<file path="src/hdl/pfce_pkg.sv">
// Package: pin timing, command codes and request types for the flash host controller
package pfce_pkg;
  localparam int          PFCE_AW          = 19;
  localparam int          PFCE_DW          = 16;
  localparam int          PFCE_CLK_MHZ     = 10;
  // Pin phase lengths in ns (program time in us), turned into clock counts (least times round up)
  localparam int          PFCE_T_WE_NS     = 100;
  localparam int          PFCE_T_SETUP_NS  = 100;
  localparam int          PFCE_T_RD_NS     = 200;
  localparam int          PFCE_T_RC_NS     = 100;
  localparam int          PFCE_T_SETTLE_NS = 1000;
  localparam int          PFCE_T_PROG_US   = 20;
  localparam int          PFCE_WE_CYC      = (PFCE_T_WE_NS * PFCE_CLK_MHZ + 999) / 1000;
  localparam int          PFCE_SETUP_CYC   = (PFCE_T_SETUP_NS * PFCE_CLK_MHZ + 999) / 1000;
  localparam int          PFCE_RD_CYC      = (PFCE_T_RD_NS * PFCE_CLK_MHZ + 999) / 1000;
  localparam int          PFCE_RC_CYC      = (PFCE_T_RC_NS * PFCE_CLK_MHZ + 999) / 1000;
  localparam int          PFCE_SETTLE_CYC  = (PFCE_T_SETTLE_NS * PFCE_CLK_MHZ + 999) / 1000;
  localparam int          PFCE_PROG_CYC    = PFCE_T_PROG_US * PFCE_CLK_MHZ;
  localparam int          PFCE_POLL_MAX    = 2000000;
  // Unlock addresses and codes
  localparam logic [15:0] PFCE_ADDR_A      = 16'h5555;
  localparam logic [15:0] PFCE_ADDR_B      = 16'h2aaa;
  localparam logic [7:0]  PFCE_CODE_AA     = 8'haa;
  localparam logic [7:0]  PFCE_CODE_55     = 8'h55;
  localparam logic [7:0]  PFCE_CODE_PROG   = 8'ha0;
  localparam logic [7:0]  PFCE_CODE_ERASE  = 8'h80;
  localparam logic [7:0]  PFCE_CODE_SECT   = 8'h30;
  localparam logic [7:0]  PFCE_CODE_BLOCK  = 8'h50;
  localparam logic [7:0]  PFCE_CODE_CHIP   = 8'h10;
  localparam logic [7:0]  PFCE_CODE_QUERY  = 8'h98;
  localparam logic [7:0]  PFCE_CODE_EXIT   = 8'hf0;
  localparam logic [7:0]  PFCE_HI_BYTE     = 8'h00;
  localparam int          PFCE_DQ_POLL     = 7;
  localparam int          PFCE_DQ_TOGGLE   = 6;

  typedef enum logic [2:0] {
    PFCE_OP_READ, PFCE_OP_PROG, PFCE_OP_SECT, PFCE_OP_BLOCK,
    PFCE_OP_CHIP, PFCE_OP_QUERY, PFCE_OP_EXIT
  } pfce_op_t;

  typedef struct packed {
    pfce_op_t            op;
    logic [PFCE_AW-1:0]  addr;
    logic [PFCE_DW-1:0]  data;
  } pfce_req_t;

  typedef struct packed {
    logic                ok;
    logic                timeout;
    logic [PFCE_DW-1:0]  data;
  } pfce_rsp_t;

  typedef struct packed {
    logic                ce_n;
    logic                oe_n;
    logic                we_n;
    logic [PFCE_AW-1:0]  addr;
  } pfce_pins_t;
endpackage : pfce_pkg

</file>
<file path="src/hdl/pfce_host.sv">
// Host controller that drives the parallel flash pins for read, program, erase, query
// Operation
// [RL1] Address is steady before write strobe falls; device latches it there.
// [RL2] Data is steady until after write strobe rises; device latches it there.
// [RL3] Host drives data lines only with output gate high; reads with it low.
// [RL4] Program is three unlock writes then address/data write; done within 20 us.
// [RL5] Host only programs words in sectors already erased; caller's duty.
// [RL6] No command is written while a program or erase is still running. Host: after a poll timeout it goes idle and accepts any request.
// [RL7] Sector erase: six writes, last carries 30H at the sector address.
// [RL8] Block erase: six writes, last carries 50H at the block address.
// [RL9] Sixth write carries erase address at fall, code at rise of strobe.
// [RL10] Chip erase: six writes ending with 10H at address 5555H.
// [RL11] Chip erase starts at rise of sixth strobe; polling starts after it.
// [RL12] Bit 7 reads inverse data during program, true data when done.
// [RL13] After program completion, full word valid only after 1 us more.
// [RL14] Bit 7 reads zero during erase and one when done.
// [RL15] Status polling begins only after the last write pulse rises.
// [RL16] Bit 6 flips on each read while busy; stops when done.
// [RL17] On doubtful status, read twice more; done only if both agree.
// [RL18] Write strobe pulses are far longer than 5 ns.
// [RL19] Writes keep output gate high, chip select and strobe low together.
// [RL20] Host never writes invalid words inside an unlock sequence.
// [RL21] Data bits 15 to 8 are driven to zero during unlock writes.
// [RL22] Query entry is three writes ending 98H at 5555H; exit command leaves.
// [RL23] Exit command is never sent while program or erase runs. Host: after a poll timeout it goes idle and accepts an exit request.
// [RL24] After completion the device is back in array read; no command sent.
`timescale 1ns/1ns
module pfce_host
  import pfce_pkg::*;
#(
  parameter int POLL_MAX = PFCE_POLL_MAX
) (
  input  wire logic               clk_in,
  input  wire logic               reset_n_in,
  input  wire pfce_req_t          req_in,
  input  wire logic               req_valid_in,
  output      logic               req_ready_out,
  output      pfce_rsp_t          rsp_out,
  output      logic               rsp_valid_out,
  output      pfce_pins_t         pins_out,
  output      logic [PFCE_DW-1:0] data_lines_out,
  output      logic               data_lines_oe_out,
  input  wire logic [PFCE_DW-1:0] data_lines_in
);
  typedef enum logic [2:0] {
    PFCE_IDLE, PFCE_W_SET, PFCE_W_LOW, PFCE_W_HOLD, PFCE_R_LOW, PFCE_R_GAP, PFCE_SETTLE
  } pfce_state_t;

  pfce_state_t         state;
  pfce_req_t           cur;
  logic [2:0]          step;
  logic [2:0]          last_step;
  logic [21:0]         cnt;
  logic [21:0]         polls;
  logic                polling;
  logic                have_prev;
  logic                agree;
  logic [PFCE_DW-1:0]  prev;
  logic [PFCE_DW-1:0]  sync1;
  logic [PFCE_DW-1:0]  sync2;

  function automatic logic [PFCE_DW-1:0] cmd_word(input logic [7:0] c);
    return {PFCE_HI_BYTE, c}; // RL21
  endfunction : cmd_word

  function automatic logic [2:0] seq_len(input pfce_op_t op);
    case (op)
      PFCE_OP_READ:  seq_len = 3'd0;
      PFCE_OP_EXIT:  seq_len = 3'd0;
      PFCE_OP_PROG:  seq_len = 3'd3;
      PFCE_OP_QUERY: seq_len = 3'd2;
      default:       seq_len = 3'd5;
    endcase
  endfunction : seq_len

  // Unlock word table per step; final write holds the op target
  logic [PFCE_AW-1:0] w_addr;
  logic [PFCE_DW-1:0] w_data;
  logic               is_erase;
  logic               final_w;
  logic [7:0]         fin_code;
  assign is_erase = (cur.op == PFCE_OP_SECT) || (cur.op == PFCE_OP_BLOCK) ||
                    (cur.op == PFCE_OP_CHIP);
  assign final_w  = (step == last_step);
  assign fin_code = (cur.op == PFCE_OP_SECT)  ? PFCE_CODE_SECT :  // RL7
                    (cur.op == PFCE_OP_BLOCK) ? PFCE_CODE_BLOCK : // RL8
                    (cur.op == PFCE_OP_CHIP)  ? PFCE_CODE_CHIP :  // RL10
                    (cur.op == PFCE_OP_QUERY) ? PFCE_CODE_QUERY : // RL22
                    PFCE_CODE_EXIT;                               // RL23
  always_comb begin
    w_addr = {{(PFCE_AW-16){1'b0}}, PFCE_ADDR_A};
    w_data = cmd_word(PFCE_CODE_AA);
    if (step == 3'd1 || step == 3'd4) begin
      w_addr = {{(PFCE_AW-16){1'b0}}, PFCE_ADDR_B};
      w_data = cmd_word(PFCE_CODE_55);
    end else if (step == 3'd2 && !final_w) begin
      w_data = cmd_word(cur.op == PFCE_OP_PROG ? PFCE_CODE_PROG : PFCE_CODE_ERASE);
    end
    if (final_w) begin
      if (cur.op == PFCE_OP_PROG) begin // RL4
        w_addr = cur.addr;
        w_data = cur.data;
      end else if (cur.op == PFCE_OP_SECT || cur.op == PFCE_OP_BLOCK) begin // RL9
        w_addr = cur.addr;
        w_data = cmd_word(fin_code);
      end else begin
        w_data = cmd_word(fin_code);
      end
    end
  end

  // Status decode on the synchronised read word
  logic bit7_done;
  logic toggle_still;
  logic status_done;
  assign bit7_done    = is_erase ? sync2[PFCE_DQ_POLL] :                       // RL14
                        (sync2[PFCE_DQ_POLL] == cur.data[PFCE_DQ_POLL]);       // RL12
  assign toggle_still = have_prev && (sync2[PFCE_DQ_TOGGLE] == prev[PFCE_DQ_TOGGLE]); // RL16
  assign status_done  = bit7_done && toggle_still;

  always_ff @(posedge clk_in) begin
    sync1 <= data_lines_in;
    sync2 <= sync1;
  end

  always_ff @(posedge clk_in) begin
    if (!reset_n_in) begin
      state             <= PFCE_IDLE;
      cur               <= '0;
      step              <= 3'd0;
      last_step         <= 3'd0;
      cnt               <= '0;
      polls             <= '0;
      polling           <= 1'b0;
      have_prev         <= 1'b0;
      agree             <= 1'b0;
      prev              <= '0;
      req_ready_out     <= 1'b0;
      rsp_out           <= '0;
      rsp_valid_out     <= 1'b0;
      pins_out          <= '{ce_n: 1'b1, oe_n: 1'b1, we_n: 1'b1, addr: '0};
      data_lines_out    <= '0;
      data_lines_oe_out <= 1'b0;
    end else begin
      rsp_valid_out <= 1'b0;
      case (state)
        PFCE_IDLE: begin
          req_ready_out <= 1'b1;
          if (req_valid_in && req_ready_out) begin
            req_ready_out <= 1'b0;
            cur           <= req_in;
            step          <= 3'd0;
            last_step     <= seq_len(req_in.op);
            polling       <= 1'b0;
            have_prev     <= 1'b0;
            agree         <= 1'b0;
            polls         <= '0;
            pins_out.addr <= req_in.addr;
            pins_out.ce_n <= 1'b0;
            // Extra cycle: address and select settle before the strobe falls
            cnt           <= 22'(PFCE_SETUP_CYC) + 22'd1; // RL1
            state         <= (req_in.op == PFCE_OP_READ) ? PFCE_R_LOW : PFCE_W_SET;
          end
        end
        PFCE_W_SET: begin // RL1 RL19
          pins_out.oe_n     <= 1'b1;
          pins_out.addr     <= w_addr;
          data_lines_out    <= w_data;
          data_lines_oe_out <= 1'b1; // RL3
          pins_out.ce_n     <= 1'b0;
          if (cnt <= 22'd1) begin
            pins_out.we_n <= 1'b0;
            cnt           <= 22'(PFCE_WE_CYC);
            state         <= PFCE_W_LOW;
          end else begin
            cnt <= cnt - 22'd1;
          end
        end
        PFCE_W_LOW: begin // RL18
          if (cnt <= 22'd1) begin
            pins_out.we_n <= 1'b1; // RL2 RL11
            cnt           <= 22'(PFCE_SETUP_CYC);
            state         <= PFCE_W_HOLD;
          end else begin
            cnt <= cnt - 22'd1;
          end
        end
        PFCE_W_HOLD: begin // RL2
          if (cnt <= 22'd1) begin
            data_lines_oe_out <= 1'b0;
            pins_out.ce_n     <= 1'b1;
            if (!final_w) begin // RL20
              step  <= step + 3'd1;
              cnt   <= 22'(PFCE_SETUP_CYC) + 22'd1; // RL1
              state <= PFCE_W_SET;
            end else if (cur.op == PFCE_OP_PROG || is_erase) begin // RL15
              polling       <= 1'b1; // RL6
              pins_out.addr <= cur.addr;
              cnt           <= 22'(PFCE_RC_CYC);
              state         <= PFCE_R_GAP;
            end else begin // RL22 RL23
              rsp_out       <= '{ok: 1'b1, timeout: 1'b0, data: '0};
              rsp_valid_out <= 1'b1;
              state         <= PFCE_IDLE;
            end
          end else begin
            cnt <= cnt - 22'd1;
          end
        end
        PFCE_R_LOW: begin // RL3
          data_lines_oe_out <= 1'b0;
          pins_out.ce_n     <= 1'b0;
          pins_out.oe_n     <= 1'b0;
          if (cnt <= 22'd1 && !pins_out.oe_n) begin
            cnt <= 22'(PFCE_RD_CYC);
            if (cnt == 22'd1 && state == PFCE_R_LOW) begin
              pins_out.oe_n <= 1'b1;
              pins_out.ce_n <= 1'b1;
              state         <= PFCE_R_GAP;
              cnt           <= 22'(PFCE_RC_CYC) + 22'd1;
            end
          end else if (!pins_out.oe_n) begin
            cnt <= cnt - 22'd1;
          end else begin
            cnt <= 22'(PFCE_RD_CYC);
          end
        end
        PFCE_R_GAP: begin
          // One extra cycle only: later the synchroniser holds the released bus
          if (cnt > 22'd1) begin
            cnt <= cnt - 22'd1;
          end else if (!polling) begin
            rsp_out       <= '{ok: 1'b1, timeout: 1'b0, data: sync2};
            rsp_valid_out <= 1'b1;
            state         <= PFCE_IDLE;
          end else begin
            if (have_prev) begin
              polls <= polls + 22'd1;
            end
            have_prev <= 1'b1;
            prev      <= sync2;
            if (have_prev && status_done && agree) begin // RL17
              cnt   <= 22'(PFCE_SETTLE_CYC);
              state <= PFCE_SETTLE; // RL13
            end else if (polls >= 22'(POLL_MAX)) begin
              rsp_out       <= '{ok: 1'b0, timeout: 1'b1, data: sync2};
              rsp_valid_out <= 1'b1;
              state         <= PFCE_IDLE;
            end else begin
              agree         <= have_prev && status_done;
              pins_out.ce_n <= 1'b0;
              cnt           <= 22'(PFCE_RD_CYC);
              state         <= PFCE_R_LOW;
            end
          end
        end
        PFCE_SETTLE: begin // RL13 RL24
          if (cnt <= 22'd1) begin
            rsp_out       <= '{ok: 1'b1, timeout: 1'b0, data: '0};
            rsp_valid_out <= 1'b1;
            state         <= PFCE_IDLE;
          end else begin
            cnt <= cnt - 22'd1;
          end
        end
        default: begin
          state <= PFCE_IDLE;
        end
      endcase
    end
  end
endmodule : pfce_host

</file>
<file path="config.mk">
export PLATFORM = sky130hd
export DESIGN_NAME = pfce_host
export DESIGN_NICKNAME = d
export VERILOG_FILES = /design/src/hdl/pfce_pkg.sv /design/src/hdl/pfce_host.sv
export SDC_FILE = /design/constraint.sdc
export NUM_CORES = 1
export LEC_CHECK = 0
export BUFFER_PORTS_ARGS = -buffer_cell sky130_fd_sc_hd__buf_2
export CAP_MARGIN = 10
export CORE_MARGIN = 1
export CORE_UTILIZATION = 57
export CTS_CLUSTER_SIZE = 20
export DETAILED_ROUTE_END_ITERATION = 6
export GPL_TIMING_DRIVEN = 1
export PLACE_DENSITY = 0.85
export SYNTH_ARGS = -nofsm -noshare
export SYNTH_HDL_FRONTEND = slang
export SYNTH_SLANG_ARGS = --single-unit
</file>
<file path="constraint.sdc">
create_clock -name clk_in -period 3.7 [get_ports clk_in]
set_clock_uncertainty 0.2 [all_clocks]
set_input_delay 0 -clock clk_in [delete_from_list [all_inputs] [get_ports clk_in]]
set_output_delay 0 -clock clk_in [all_outputs]
set_load 0.01 [all_outputs]
</file>
==> flow_summary.toml, run 1 <==
[run_status]
status = "complete, no violations"

[clock_network]
cts-root-buf = "clkbuf_16"
clock-sinks = 186
cts_setup_buffers = 0
clk_path_buf_depth = 2
cts_tree = "built"
clk_pin_slew_ns = 0.08
cts_htree_levels = 4
cts_made_buffers = 17
insertion_delay_ns = 0.43

[route]
drt_wl_total_um = 21900
ant_nets = 0
drt-pass1-iter-count = 5
wl_per_cell_um = 16.9
via_per_inst = 6.02
drcViolationCount = 0
drt-initial-drc-count = 755
num_vias = 7796

[sta]
worst_pin_slew_ns = 0.869
hold_violations = 0
max-slew-margin-rel_pct = 41.9
fin_crit_sh_pct = 86.7
timing.fmax_mhz = 312
rsz0062_at_grt = "false"
setup_viol = 0
fin_tns_setup_ns = 0
period_minus_slack_ns = 3.21
finalMaxSlewViolations = 0

[worst_setup_path]
r2r-start = "cur[37]"
path_cells = "inv_1, ha_1, nor4_1, o2111a_1, o21ai_1, a21oi_2, buf_4, o21ai_0, a31o_2"
critical_path_required_ns = 3.83
path_max_fanout = 11
reg2regPathDepth = 9
end_kind = "register"
critPathMaxStageDelay_ns = 0.52
start_kind = "register"
crit_start = "cur[37]"
crit_arrival_ns = 3.34
slowest_stage = "dfxtp_1"
critPathKind = "reg -> reg"

[finish]
fin_cells = 1295
drive_gt1_share_pct = 16.9
diodes = 0
finalInstanceArea_um2 = 9790
syn2layout_area_growth_pct = 25.1
nets = 1173

[placed_design]
dp_hpwl_um = 12700
globalplace.congestion = 0.936
place_area_um2 = 8530
io_buffers = 115
dp_cells = 1197

[floorplan]
fp.dieH_um = 119
initial_core_util_pct = 58.9
dieArea_um2 = 14200
core_um2 = 13300
die_x_um = 119
rows = 42
pin_count = 116

[grt]
overflow = 0
grt_pass1_wl_um = 35600
grt_pass1_vias = 7373
grt_max_degree = 64
antenna_found_initial = 0
grt_usage_pct = 31.2

[yosys]
ys_seq_area_share_pct = 47.6
ys_ff_latch = 186
syn-cell-area_um2 = 7830
yosysTopAreaCell = "dfxtp_1"
ys_types = 73
synth_top_area_share_pct = 47.6
synth_edf_count = 0
syn_nets = 1012
ys_async_sr_fraction_pct = 0
yosysWarnings = 0
synth_area_leaders = "dfxtp_1 48%, nand2_1 8.2%, a21oi_1 7.8%, nand3_1 3.4%, nor2_1 3.2%"
synth_ff_type = "dfxtp_1"
avgSynthCellArea_um2 = 8.29
netlist_instances = 945

[pwr]
powerDensity_nw_per_um2 = 765
leakage_nw = 3.90
peakVddDrop_v = 0.000436

[min_path]
whs_path_depth = 2
min-delay-path-class = "in -> reg"
hp-start = "data_lines_in[3]"

[job]
max_cap_violations = 0
[path summary, 6_finish.rpt]
| check | to | slack [ns] |
|---|---|---|
| worst min register to register | sync2[0] | 0.13 |
| worst max register to register | cnt[3] | 0.49 |
| worst max-delay path | cnt[3] | 0.49 |
| worst min-delay path | sync1[3] | 0.002 |
[sequential cells by signal (all words and copies together), names as in the netlist, 3 cells and up]
signal,cells
pins_out,22
step,3
state,3
sync1,16
sync2,16
last_step,3
cur,38
cnt,22
rsp_out,18
polls,22
data_lines_out,16
[cells in the mapped netlist (all sizes together) (4+ instances only)]
master / n
nor3: 27
a21o: 6
a22oi: 5
o31ai: 5
xnor2: 8
nand2b: 6
a31oi: 13
xor2: 19
and3: 7
ha: 10
a21oi: 124
a311oi: 14
nor2: 67
nand2: 173
buf: 14
nand3: 53
a211oi: 5
dfxtp: 186
nor4: 9
or4: 4
o21ai: 50
o211ai: 4
inv: 13
a211o: 6
clkbuf: 45
nand4: 7
and2: 6
nor2b: 5
nand3b: 4
[routing by layer]
layer / routed length [um] / track usage [%] / vias up
met3: 1580 / 6.56 / 77
met4: 736 / 13.1 / 0
met2: 10800 / 52.6 / 390
met5: 0 / 0 / -
met1: 8850 / 38.5 / 3672
li1: - / - / 3657
[power breakdown]
group	leakage, nW	internal [mW]	switching [mW]	total (mW)
clock network	0.292	0.931	0.900	1.83
registers	1.52	2.30	0.237	2.54
logic	2.09	1.04	2.08	3.12
total	3.90	4.27	3.21	7.49
[layout make-up]
class | count | area [um2]
clock buffer | 18 | 439
sequential | 186 | 3720
clock inverter | 14 | 164
tap | 176 | 220
multi-input combinational | 684 | 3800
fill | 919 | 3500
inverter | 16 | 60.1
timing repair buffer | 201 | 1390
[cells by family after synthesis]
family	share of synthesized area [%]
fa+ha+maj	1.60
buf+inv	4.01
compound gates	20.8
xor+xnor	3.02
simple gates	22.6
flops	47.6
mux	0.399
[critical path: cells and delay by family, from the launching register on]
kind,cells,cell delay (ns)
buf+inv,2,0.42
simple gates,1,0.37
fa+ha+maj,1,0.25
flops,1,0.52
compound gates,5,1.35
[timing repair]
action / 4_1_cts / 5_1_grt
hold buffers: 65 / 1
resized for setup: 0 / 0
hold endpoints to repair: 83 / 1
[layout by cell type (no fill, tap or decap), types with 6 or more instances in the layout]
master | Yosys | routed
a211o_1 | 6 | 6
a21o_1 | 6 | 6
a21oi_1 | 122 | 122
a311oi_1 | 13 | 13
a31oi_1 | 13 | 13
and3_1 | 7 | 7
buf_2 | 10 | 115
buf_4 | 1 | 20
clkbuf_16 | 0 | 17
dfxtp_1 | 186 | 186
dlygate4sd3_1 | 0 | 66
ha_1 | 10 | 10
inv_1 | 13 | 13
nand2_1 | 171 | 171
nand2b_1 | 6 | 6
nand3_1 | 53 | 53
nand4_1 | 7 | 7
nor2_1 | 67 | 67
nor3_1 | 23 | 23
nor4_1 | 6 | 6
o21ai_0 | 49 | 49
xnor2_1 | 8 | 8
xor2_1 | 19 | 19
[metrics by stage]
step	worst slack [ns]	power, mW	hold slack [ns]	util, %
finish	0.492	7.49	0.00151	73.6
global route	0.273	7.92	0.00796	73.6
CTS	0.524	7.39	0.00199	73.6
detailed placement	0.567	5.51	-0.0964	64.1
global placement	0.633	5.47	-0.0975	64.1
floorplan	1.12	4.73	-0.172	-
No activity file was read; power rests on OpenSTA's default activity.
==> run 2, diff against run 1 <==
--- a/config.mk
+++ b/config.mk
@@ -7,12 +7,15 @@
 export LEC_CHECK = 0
 export BUFFER_PORTS_ARGS = -buffer_cell sky130_fd_sc_hd__buf_2
 export CAP_MARGIN = 10
+export CELL_PAD_IN_SITES_DETAIL_PLACEMENT = 0
+export CELL_PAD_IN_SITES_GLOBAL_PLACEMENT = 1
 export CORE_MARGIN = 1
-export CORE_UTILIZATION = 57
+export CORE_UTILIZATION = 42
 export CTS_CLUSTER_SIZE = 20
 export DETAILED_ROUTE_END_ITERATION = 6
 export GPL_TIMING_DRIVEN = 1
-export PLACE_DENSITY = 0.85
+export PLACE_DENSITY = 0.84
+export SLEW_MARGIN = 20
 export SYNTH_ARGS = -nofsm -noshare
 export SYNTH_HDL_FRONTEND = slang
 export SYNTH_SLANG_ARGS = --single-unit
==> flow_summary.toml, run 2 (synthesis results as in run 1) <==
[clock_network]
cts_resized = 0
clk_pin_slew_ns = 0.08
clk_path_buf_depth = 2
cts_hold_buf = 110
cts_setup_buffers = 0
insertion_delay_ns = 0.44
cts-root-buf = "clkbuf_16"
cts_made_buffers = 17
clock-sinks = 186
cts_htree_levels = 4
cts_tree = "built"

[sta]
max-slew-margin-rel_pct = 45.2
worst_pin_slew_ns = 0.820
timing.fmax_mhz = 301
hold_violations = 0
fin_tns_setup_ns = 0
rsz0062_at_grt = "false"
period_minus_slack_ns = 3.32
setup_viol = 0
fin_crit_sh_pct = 89.7
finalMaxSlewViolations = 0

[route]
wl_per_cell_um = 15.5
drt-pass1-iter-count = 7
via_per_inst = 5.40
num_vias = 7544
drt-initial-drc-count = 506
drcViolationCount = 4
ant_nets = 0
drt_wl_total_um = 21600

[worst_setup_path]
rr_endpoint = "cnt[14]"
end_kind = "register"
path_max_fanout = 14
critical_path_required_ns = 3.83
r2r-start = "cur[37]"
crit_arrival_ns = 3.45
start_kind = "register"
reg2regPathDepth = 9
r2r_slack_ns = 0.38
critPathKind = "reg -> reg"

[floorplan]
pin_count = 116
core_um2 = 18100
dieArea_um2 = 19200
fp.dieH_um = 139
rows = 49
die_x_um = 139
initial_core_util_pct = 43.1

[grt]
grt_usage_pct = 22.7
overflow = 0
grt_max_degree = 66
grt_pass1_wl_um = 35600
antenna_found_initial = 0
grt_pass1_vias = 7136

[finish]
fillCellCount = 1665
multi_input_area_um2 = 3800
top_register = "cur"
nets = 1221
largest_register_ffs = 38
syn2layout_area_growth_pct = 32.6
diodes = 0
final_common_cell = "dfxtp_1"
final_cell_mix = "186 x dfxtp_1, 171 x nand2_1, 122 x a21oi_1"
seq_area_um2 = 3720
drive_gt1_share_pct = 16.5

[min_path]
whs_path_depth = 0
hp-start = "sync1[7]"
worstHoldEndpoint = "sync2[7]"
min-delay-path-class = "reg -> reg"

[placed_design]
globalplace.congestion = 0.832
dp_hpwl_um = 13200
io_buffers = 115

[pwr]
peakVddDrop_v = 0.000360
total_power_mw = 7.71
leakage_nw = 4.23
powerDensity_nw_per_um2 = 743

[job]
max_cap_violations = 0

[run_status]
status = "finished with violations"
violations = "DRC"
## run 2: worst max-delay path by stage
stage                     startpoint  slack, ns  depth (start not counted)      end
after floorplan              cur[37]       1.12                         10  cnt[19]
after global placement       cur[37]       0.51                          9  cnt[14]
after detailed placement     cur[37]       0.47                          9  cnt[14]
after CTS                    cur[37]       0.41                          9  cnt[14]
after global routing         cur[37]       0.11                          9  cnt[14]
final                        cur[37]       0.38                          9  cnt[14]
## run 2: layer usage
| layer | GRT usage [%] | vias up | wire length (um) |
|---|---|---|---|
| met3 | 4.25 | 31 | 1050 |
| met4 | 7.98 | 0 | 401 |
| li1 | - | 3756 | - |
| met1 | 29.6 | 3565 | 9990 |
| met2 | 37.5 | 192 | 10200 |
| met5 | 0 | - | 0 |
## run 2: layout make-up
type,instances,area share (%)
Clock inverter,15,2.05
Multi-Input combinational cell,684,36.6
Timing Repair Buffer,249,18.0
Inverter,16,0.579
Clock buffer,17,4.10
Sequential cell,186,35.9
Tap cell,229,2.76
## run 2: per-stage QoR
stage | hold WS, ns | util (%) | area (um2) | instances | setup slack, ns
5_1_grt | 0.135 | 57.2 | 10400 | 1396 | 0.112
3_5_place_dp | -0.0963 | 47.6 | 8640 | 1254 | 0.469
4_1_cts | 0.130 | 57.2 | 10400 | 1396 | 0.415
3_3_place_gp | -0.0975 | 47.6 | 8640 | 1254 | 0.511
2_1_floorplan | -0.172 | - | 7830 | 945 | 1.12
6_report | 0.131 | 57.2 | 10400 | 1396 | 0.380
## run 2: where the power goes
group	total [mW]	switching, mW	internal, mW	leakage, nW
clock	1.94	0.947	0.998	0.309
sequential	2.54	0.236	2.30	1.52
combinational	3.23	2.09	1.14	2.40
total	7.71	3.28	4.44	4.23
## run 2: worst max-delay path, cell delays in order, from the launching register on
cell,delay (ns)
dfxtp_1,0.51
inv_1,0.15
ha_1,0.25
nor4_1,0.40
o2111a_1,0.32
o21ai_1,0.21
a21oi_2,0.58
buf_4,0.28
nand2_1,0.06
a32o_1,0.24
